`src/gsf_map.svh`:
```
// register offsets, field positions, reset values and timing counts of the gear select block
`ifndef GSF_MAP_SVH
`define GSF_MAP_SVH

// ****************************************************************
// parameter addresses
// ****************************************************************
`define GSF_ADDR_NUM_FIRST 16'h0278
`define GSF_ADDR_NUM_ALT_A 16'h027A
`define GSF_ADDR_NUM_ALT_B 16'h027C
`define GSF_ADDR_RSVD_A 16'h027E
`define GSF_ADDR_RSVD_B 16'h0280
`define GSF_ADDR_SFLAGS 16'h0282

// ****************************************************************
// reset values and limits
// ****************************************************************
`define GSF_NUM_RESET 32'h0000_0010
`define GSF_NUM_MIN 32'h0000_0001
`define GSF_NUM_MAX 32'h03FF_FFFF
`define GSF_SF_RESET 16'h0000

// ****************************************************************
// special-function field positions
// ****************************************************************
`define GSF_SF_ABN_PULSE_DIS 6
`define GSF_SF_WIRING_ERR_EN 8
`define GSF_SF_WIRING_CUT_EN 9
`define GSF_SF_CLAMP_SEL 10
`define GSF_SF_PULSE_INHIBIT 11
`define GSF_SF_PHASE_LOSS_DIS 12
`define GSF_SF_ENC_OUT_DIS 13

// ****************************************************************
// timing counts
// ****************************************************************
`define GSF_SLEW_STEP 16'h0001

`endif

```
`src/gsf_pkg.sv`:
```
// types and shared helpers of the gear select block
package gsf_pkg;

    typedef enum logic [1:0] {
        GSF_SEL_BASE,
        GSF_SEL_FIRST,
        GSF_SEL_ALT_A,
        GSF_SEL_ALT_B
    } gsf_num_sel_t;

    function automatic logic [15:0] gsf_abs(input logic signed [15:0] v);
        gsf_abs = v[15] ? 16'(-v) : 16'(v);
    endfunction

endpackage

```
`src/gsf_slew.sv`:
```
// rate limiter for the speed command, or direct load
`include "gsf_map.svh"
module gsf_slew #(
    parameter int W = 16,
    parameter logic [W-1:0] STEP = `GSF_SLEW_STEP
) (
    input wire logic mclk,
    input wire logic srst,
    input wire logic load,
    input wire logic signed [W-1:0] target,
    output logic signed [W-1:0] out_val
);
    import gsf_pkg::*;

    logic signed [W-1:0] out_reg;
    logic signed [W-1:0] out_next;
    logic signed [W:0] diff;
    logic signed [W:0] step_s;

    always_comb begin
        diff = $signed({target[W-1], target}) - $signed({out_reg[W-1], out_reg});
        step_s = $signed({1'b0, STEP});
        if (load || ((diff <= step_s) && (diff >= -step_s))) begin
            out_next = target;
        end else if (diff > 0) begin
            out_next = W'(out_reg + STEP);
        end else begin
            out_next = W'(out_reg - STEP);
        end
    end

    always_ff @(posedge mclk) begin
        if (srst) begin
            out_reg <= '0;
        end else begin
            out_reg <= out_next;
        end
    end

    assign out_val = out_reg;
endmodule // gsf_slew

```
`src/gsf_pulse_gate.sv`:
```
// position pulse gate driven by the limit inputs
module gsf_pulse_gate (
    input wire logic mclk,
    input wire logic srst,
    input wire logic inhibit_en,
    input wire logic position_pulse_mode,
    input wire logic pulse_in,
    input wire logic pulse_dir,
    input wire logic negative_limit_input,
    input wire logic positive_limit_input,
    output logic pulse_out,
    output logic pulse_dir_out
);
    import gsf_pkg::*;

    logic pulse_reg;
    logic pulse_next;
    logic dir_reg;
    logic dir_next;
    logic blocked;

    always_comb begin
        // dir high means positive travel
        blocked = inhibit_en && position_pulse_mode &&
                  (pulse_dir ? positive_limit_input : negative_limit_input);
        pulse_next = pulse_in && !blocked;
        dir_next = pulse_in ? pulse_dir : dir_reg;
    end

    always_ff @(posedge mclk) begin
        if (srst) begin
            pulse_reg <= 1'b0;
            dir_reg <= 1'b0;
        end else begin
            pulse_reg <= pulse_next;
            dir_reg <= dir_next;
        end
    end

    assign pulse_out = pulse_reg;
    assign pulse_dir_out = dir_reg;
endmodule // gsf_pulse_gate

```
`src/gsf_top.sv`:
```
// gear numerator selection, special-function flags, zero clamp and pulse inhibit
`include "gsf_map.svh"
module gsf_top #(
    parameter logic [15:0] SLEW_STEP = `GSF_SLEW_STEP
) (
    input wire logic mclk,
    input wire logic srst,
    input wire logic par_wr,
    input wire logic par_rd,
    input wire logic [15:0] par_addr,
    input wire logic [31:0] par_wdata,
    output logic [31:0] par_rdata,
    output logic par_ack,
    output logic par_err,
    input wire logic numerator_select_bit0,
    input wire logic numerator_select_bit1,
    input wire logic sel0_assigned,
    input wire logic sel1_assigned,
    input wire logic [31:0] base_numerator_setting,
    output logic [31:0] active_numerator,
    output gsf_pkg::gsf_num_sel_t active_sel,
    input wire logic abnormal_pulse_detected,
    input wire logic wiring_error_detected,
    input wire logic wiring_cut_detected,
    input wire logic phase_loss_detected,
    input wire logic encoder_output_detected,
    output logic abnormal_pulse_fault,
    output logic wiring_error_fault,
    output logic wiring_cut_fault,
    output logic phase_loss_fault,
    output logic encoder_output_fault,
    input wire logic speed_mode,
    input wire logic zero_clamp_input,
    input wire logic speed_src_internal,
    input wire logic signed [15:0] speed_cmd_in,
    input wire logic [15:0] clamp_speed_threshold,
    output logic clamp_active,
    output logic position_hold,
    output logic signed [15:0] speed_cmd_out,
    input wire logic position_pulse_mode,
    input wire logic pulse_in,
    input wire logic pulse_dir,
    input wire logic negative_limit_input,
    input wire logic positive_limit_input,
    output logic pulse_out,
    output logic pulse_dir_out
);
    import gsf_pkg::*;

    // ****************************************************************
    // helpers
    // ****************************************************************
    // index 0 first, 1 alt_a, 2 alt_b, 3 none
    function automatic logic [1:0] num_index(input logic [15:0] a);
        case (a)
            `GSF_ADDR_NUM_FIRST: num_index = 2'h0;
            `GSF_ADDR_NUM_ALT_A: num_index = 2'h1;
            `GSF_ADDR_NUM_ALT_B: num_index = 2'h2;
            default: num_index = 2'h3;
        endcase
    endfunction

    function automatic logic num_in_range(input logic [31:0] v);
        num_in_range = (v >= `GSF_NUM_MIN) && (v <= `GSF_NUM_MAX);
    endfunction

    // ****************************************************************
    // parameter registers
    // ****************************************************************
    logic [31:0] num_reg [3];
    logic [31:0] num_next [3];
    logic [15:0] sf_reg;
    logic [15:0] sf_next;
    logic [31:0] rdata_reg;
    logic [31:0] rdata_next;
    logic ack_reg;
    logic ack_next;
    logic err_reg;
    logic err_next;
    logic [1:0] widx;
    logic known;
    always_comb begin
        num_next = num_reg;
        sf_next = sf_reg;
        rdata_next = rdata_reg;
        ack_next = par_wr || par_rd;
        err_next = 1'b0;
        widx = num_index(par_addr);
        known = (widx != 2'h3) || (par_addr == `GSF_ADDR_SFLAGS) ||
                (par_addr == `GSF_ADDR_RSVD_A) || (par_addr == `GSF_ADDR_RSVD_B);
        if (par_wr) begin
            if (widx != 2'h3) begin
                if (num_in_range(par_wdata)) begin
                    num_next[widx] = par_wdata;
                end else begin
                    err_next = 1'b1;
                end
            end else if (par_addr == `GSF_ADDR_SFLAGS) begin
                sf_next = par_wdata[15:0];
            end else begin
                err_next = !known;
            end
        end else if (par_rd) begin
            if (widx != 2'h3) begin
                rdata_next = num_reg[widx];
            end else if (par_addr == `GSF_ADDR_SFLAGS) begin
                rdata_next = {16'h0000, sf_reg};
            end else begin
                rdata_next = 32'h0000_0000;
                err_next = !known;
            end
        end
    end
    always_ff @(posedge mclk) begin
        if (srst) begin
            for (int i = 0; i < 3; i++) begin
                num_reg[i] <= `GSF_NUM_RESET;
            end
            sf_reg <= `GSF_SF_RESET;
            rdata_reg <= 32'h0000_0000;
            ack_reg <= 1'b0;
            err_reg <= 1'b0;
        end else begin
            num_reg <= num_next;
            sf_reg <= sf_next;
            rdata_reg <= rdata_next;
            ack_reg <= ack_next;
            err_reg <= err_next;
        end
    end
    assign par_rdata = rdata_reg;
    assign par_ack = ack_reg;
    assign par_err = err_reg;

    // ****************************************************************
    // gear numerator selection
    // ****************************************************************
    gsf_num_sel_t sel_reg;
    gsf_num_sel_t sel_next;
    logic [31:0] anum_reg;
    logic [31:0] anum_next;
    always_comb begin
        // an unassigned select input counts as low
        if (!sel0_assigned && !sel1_assigned) begin
            sel_next = GSF_SEL_BASE;
        end else begin
            case ({sel1_assigned && numerator_select_bit1, sel0_assigned && numerator_select_bit0})
                2'b00: sel_next = GSF_SEL_BASE;
                2'b01: sel_next = GSF_SEL_FIRST;
                2'b10: sel_next = GSF_SEL_ALT_A;
                default: sel_next = GSF_SEL_ALT_B;
            endcase
        end
        case (sel_next)
            GSF_SEL_FIRST: anum_next = num_reg[0];
            GSF_SEL_ALT_A: anum_next = num_reg[1];
            GSF_SEL_ALT_B: anum_next = num_reg[2];
            default: anum_next = base_numerator_setting;
        endcase
    end
    always_ff @(posedge mclk) begin
        if (srst) begin
            sel_reg <= GSF_SEL_BASE;
            anum_reg <= `GSF_NUM_RESET;
        end else begin
            sel_reg <= sel_next;
            anum_reg <= anum_next;
        end
    end
    assign active_sel = sel_reg;
    assign active_numerator = anum_reg;

    // ****************************************************************
    // fault detector gating
    // ****************************************************************
    logic [4:0] flt_reg;
    logic [4:0] flt_next;
    always_comb begin
        flt_next[0] = abnormal_pulse_detected && !sf_reg[`GSF_SF_ABN_PULSE_DIS];
        flt_next[1] = wiring_error_detected && sf_reg[`GSF_SF_WIRING_ERR_EN];
        flt_next[2] = wiring_cut_detected && sf_reg[`GSF_SF_WIRING_CUT_EN];
        flt_next[3] = phase_loss_detected && !sf_reg[`GSF_SF_PHASE_LOSS_DIS];
        flt_next[4] = encoder_output_detected && !sf_reg[`GSF_SF_ENC_OUT_DIS];
    end
    always_ff @(posedge mclk) begin
        if (srst) begin
            flt_reg <= 5'h00;
        end else begin
            flt_reg <= flt_next;
        end
    end
    assign abnormal_pulse_fault = flt_reg[0];
    assign wiring_error_fault = flt_reg[1];
    assign wiring_cut_fault = flt_reg[2];
    assign phase_loss_fault = flt_reg[3];
    assign encoder_output_fault = flt_reg[4];

    // ****************************************************************
    // zero clamp
    // ****************************************************************
    logic clamp_cond;
    logic clamp_sel;
    logic clamp_reg;
    logic clamp_next;
    logic hold_reg;
    logic hold_next;
    logic slew_load;
    logic signed [15:0] slew_target;
    always_comb begin
        clamp_sel = sf_reg[`GSF_SF_CLAMP_SEL];
        clamp_cond = speed_mode && zero_clamp_input &&
                     (gsf_abs(speed_cmd_in) < clamp_speed_threshold);
        clamp_next = clamp_cond;
        hold_next = clamp_cond && !clamp_sel;
        slew_target = (clamp_cond && clamp_sel) ? 16'sh0000 : speed_cmd_in;
        // only the analog source with bit 10 set is ramped here
        slew_load = !(clamp_sel && !speed_src_internal);
    end
    always_ff @(posedge mclk) begin
        if (srst) begin
            clamp_reg <= 1'b0;
            hold_reg <= 1'b0;
        end else begin
            clamp_reg <= clamp_next;
            hold_reg <= hold_next;
        end
    end
    assign clamp_active = clamp_reg;
    assign position_hold = hold_reg;

    gsf_slew #(
        .W(16),
        .STEP(SLEW_STEP)
    ) u_slew (
        .mclk(mclk),
        .srst(srst),
        .load(slew_load),
        .target(slew_target),
        .out_val(speed_cmd_out)
    );

    gsf_pulse_gate u_gate (
        .mclk(mclk),
        .srst(srst),
        .inhibit_en(sf_reg[`GSF_SF_PULSE_INHIBIT]),
        .position_pulse_mode(position_pulse_mode),
        .pulse_in(pulse_in),
        .pulse_dir(pulse_dir),
        .negative_limit_input(negative_limit_input),
        .positive_limit_input(positive_limit_input),
        .pulse_out(pulse_out),
        .pulse_dir_out(pulse_dir_out)
    );
endmodule // gsf_top

```
`config.mk`:
```
export PLATFORM = sky130hd
export DESIGN_NAME = gsf_top
export DESIGN_NICKNAME = d
export VERILOG_FILES = /design/src/gsf_pkg.sv /design/src/gsf_slew.sv /design/src/gsf_pulse_gate.sv /design/src/gsf_top.sv
export VERILOG_INCLUDE_DIRS = /design/src
export SDC_FILE = /design/constraint.sdc
export NUM_CORES = 1
export LEC_CHECK = 0
export BUFFER_PORTS_ARGS = -buffer_cell sky130_fd_sc_hd__buf_2
export CAP_MARGIN = 20
export CORE_ASPECT_RATIO = 0.6
export CORE_UTILIZATION = 50
export DETAILED_ROUTE_END_ITERATION = 10
export PLACE_DENSITY_LB_ADDON = 0.1
export SYNTH_ARGS = -nofsm -noshare
export SYNTH_HDL_FRONTEND = slang
export SYNTH_HIERARCHICAL = 1
export SYNTH_SLANG_ARGS = --single-unit
```
`constraint.sdc`:
```
create_clock -name mclk -period 13.4 [get_ports mclk]
set_input_delay 0.67 -clock mclk [delete_from_list [all_inputs] [get_ports mclk]]
set_output_delay 0.67 -clock mclk [all_outputs]
set_load 0.01 [all_outputs]
```
==> results.json <==
{
  "syn-num-nets": 1418,
  "num_rows": 42,
  "r2r-end": "u_slew/out_val[14]$_SDFF_PP0_",
  "max_stage_delay_ps": 990,
  "io_pins": 226,
  "grt_start_max_net_pins": 107,
  "cts_tree": "built",
  "required_ps": 13740,
  "drt-pass1-iter-count": 5,
  "die_w_um": 199.0,
  "antenna_found_initial": 2,
  "coreArea_um2": 22440,
  "synth_edf_count": 0,
  "syn_inst": 1233,
  "htree_levels": 1,
  "gp_congestion": 0.9533,
  "post-route-min-period_ps": 9216,
  "fmax_mhz": 108.5,
  "design_area_um2": 13590,
  "netlist_area_um2": 11650,
  "yosys.area.top_type_share_pct": 35.23,
  "syn_avg_cell_area_um2": 9.446,
  "nets": 1595,
  "p_per_area_nw_per_um2": 109.3,
  "hold_viol": 0,
  "synth-seq-area-share_pct": 35.23,
  "grt_usage_pct": 29.36,
  "relSlewSlack_pct": 24.66,
  "yosys-top-cells-count": "dfxtp_1, nand2b_1, mux2i_1, inv_1, a21oi_1",
  "synth_ff_type": "dfxtp_1",
  "die_area_um2": 23930,
  "grt_first_pass_wirelength_mm": 54.30,
  "placed_area_um2": 12830,
  "setup_ws_ps": 4184,
  "r2r-start": "sf_reg[10]$_SDFFE_PP0P_",
  "fillers": 1986,
  "yosysUniqueCellTypes": 83,
  "status": "completed",
  "syn_to_final_growth_pct": 16.68,
  "clk_pin_slew_ps": 70,
  "cts_resized": 0,
  "r2r_cells": 26,
  "cts_max_path_buffers": 3,
  "antenna_left": 0,
  "setup-violations-final": 0,
  "clock_skew_ps": 15.83,
  "post_cts_buffers": 0,
  "post-place-ws_ps": 3892,
  "worstPathMaxFanout": 17,
  "worstSetupStartpointType": "primary input",
  "cap_violations": 0,
  "drc_errors": 0,
  "async_flop_share_pct": 0,
  "clk_latency_ps": 500,
  "holdCritPathClass": "primary input to flip-flop",
  "crit_type": "primary input to flip-flop",
  "critPathCaptureType": "flip-flop",
  "drv_slew": 0,
  "rsz0062_at_grt": "no",
  "drt_iter0_markers": 949,
  "root_buffer": "clkbuf_16",
  "hold_buffers": 0,
  "numPortBuffers": 225,
  "synth_area_leaders": "dfxtp_1, mux2i_1, mux4_2",
  "post-dp-hpwl_mm": 24.82,
  "fp.dieH_um": 120.2,
  "detail_route.vias_per_cell": 5.871,
  "layout-drive-gt1-share_pct": 23.81,
  "initial_core_util_pct": 51.91,
  "routed_wl_mm": 35.35,
  "yosysWarnings": 6,
  "rrSetupSlack_ps": 5680,
  "grt.overflow.total": 0,
  "leakagePower_nw": 5.871,
  "setup-tns-final_ps": 0,
  "largest_register_ffs": 96,
  "grt_pass1_vias": 9482,
  "synth_area_leader_cell": "dfxtp_1",
  "crit_path_start": "speed_cmd_in[3]",
  "wl_per_cell_um": 20.40,
  "worst_pin_slew_ps": 1122,
  "cts_num_sinks": 205,
  "endpoint": "u_slew/out_val[14]$_SDFF_PP0_",
  "peakVddDrop_mv": 0.07203,
  "dr_total_vias": 10180,
  "ys_seq_elements": 205,
  "cts_made_buffers": 20,
  "crit_slowest_cell": "a311oi_2",
  "arrival_ps": 9560,
  "fin_crit_sh_pct": 68.78,
  "synth.most_common_cell": "dfxtp_1"
}
per-layer routing:
metal	up-vias	wire length, µm	track usage [%]
met1	4868	17550	47.21
li1	4821	-	-
met4	0	523	5.481
met3	45	3187	5.997
met2	441	14080	39.53
met5	-	0	0
worst max-delay path, delay by kind of cell:
family | cells | cell delay, ps
AO/OA/AOI/OAI | 16 | 4550
XOR/XNOR | 1 | 160
adder cells (fa/ha/maj) | 4 | 1040
buffers and inverters | 3 | 740
AND/OR/NAND/NOR | 8 | 2390
logic make-up (layout without fill, tap and decap cells):
| family | count (synthesis) | count (layout) | share of synthesized area (%) |
|---|---|---|---|
| adder cells (fa/ha/maj) | 52 | 52 | 5.715 |
| multiplexers | 128 | 128 | 14.50 |
| buffers and inverters | 162 | 353 | 6.402 |
| flip-flops | 205 | 205 | 35.23 |
| AND/OR/NAND/NOR | 405 | 405 | 20.18 |
| other | 0 | 1 | 0 |
| XOR/XNOR | 31 | 31 | 2.396 |
| AO/OA/AOI/OAI | 250 | 250 | 15.57 |
power by group:
| part | internal [W] | leakage (nW) | switching, W |
|---|---|---|---|
| registers | 0.000618 | 1.66 | 0.00000546 |
| clock network | 0.000373 | 0.349 | 0.000247 |
| logic | 0.000101 | 3.86 | 0.000141 |
worst min path at each step:
stage                          startpoint                           to  slack [ps]  cells past startpoint
6_report              position_pulse_mode  u_gate/pulse_out$_SDFF_PP0_         350                      2
5_1_grt               position_pulse_mode  u_gate/pulse_out$_SDFF_PP0_         340                      2
4_1_cts               position_pulse_mode  u_gate/pulse_out$_SDFF_PP0_         340                      2
3_5_place_dp   par_rdata[13]$_SDFFE_PP0P_   par_rdata[13]$_SDFFE_PP0P_         450                      2
3_3_place_gp    par_rdata[5]$_SDFFE_PP0P_    par_rdata[5]$_SDFFE_PP0P_         440                      2
2_1_floorplan      sf_reg[6]$_SDFFE_PP0P_        flt_reg[0]$_SDFF_PP0_         420                      1
cell type report:
class | count | area, µm² | area share (%)
Antenna cell | 1 | 2.502 | 0.01841
Clock buffer | 29 | 605.6 | 4.456
Clock inverter | 7 | 115.1 | 0.8470
Inverter | 81 | 304.0 | 2.237
Multi-Input combinational cell | 866 | 6839 | 50.32
Sequential cell | 205 | 4104 | 30.20
Tap cell | 308 | 385.4 | 2.836
Timing Repair Buffer | 236 | 1235 | 9.087
per-stage QoR:
step | std cells | total power [W] | hold slack, ps | utilization (%)
2_1_floorplan | 1233 | 0.0007926 | 417.6 | -
3_3_place_gp | 1694 | 0.0008699 | 444.2 | 57.17
3_5_place_dp | 1694 | 0.0008722 | 445.4 | 57.17
4_1_cts | 1730 | 0.001489 | 340.6 | 60.38
5_1_grt | 1733 | 0.001540 | 344.5 | 60.57
6_report | 1733 | 0.001486 | 348.0 | 60.57
cells in the final DEF (no fill, tap or decap), types with 37 or more instances in the layout:
master and count:
dfxtp_1 205, nor2_1 65, mux2i_1 93, a21oi_1 73, nor2b_1 39, ha_1 50
nand4_1 37, nand2_1 50, nand2b_1 111, inv_1 80, buf_2 224
(Power assumes the default switching activity.)
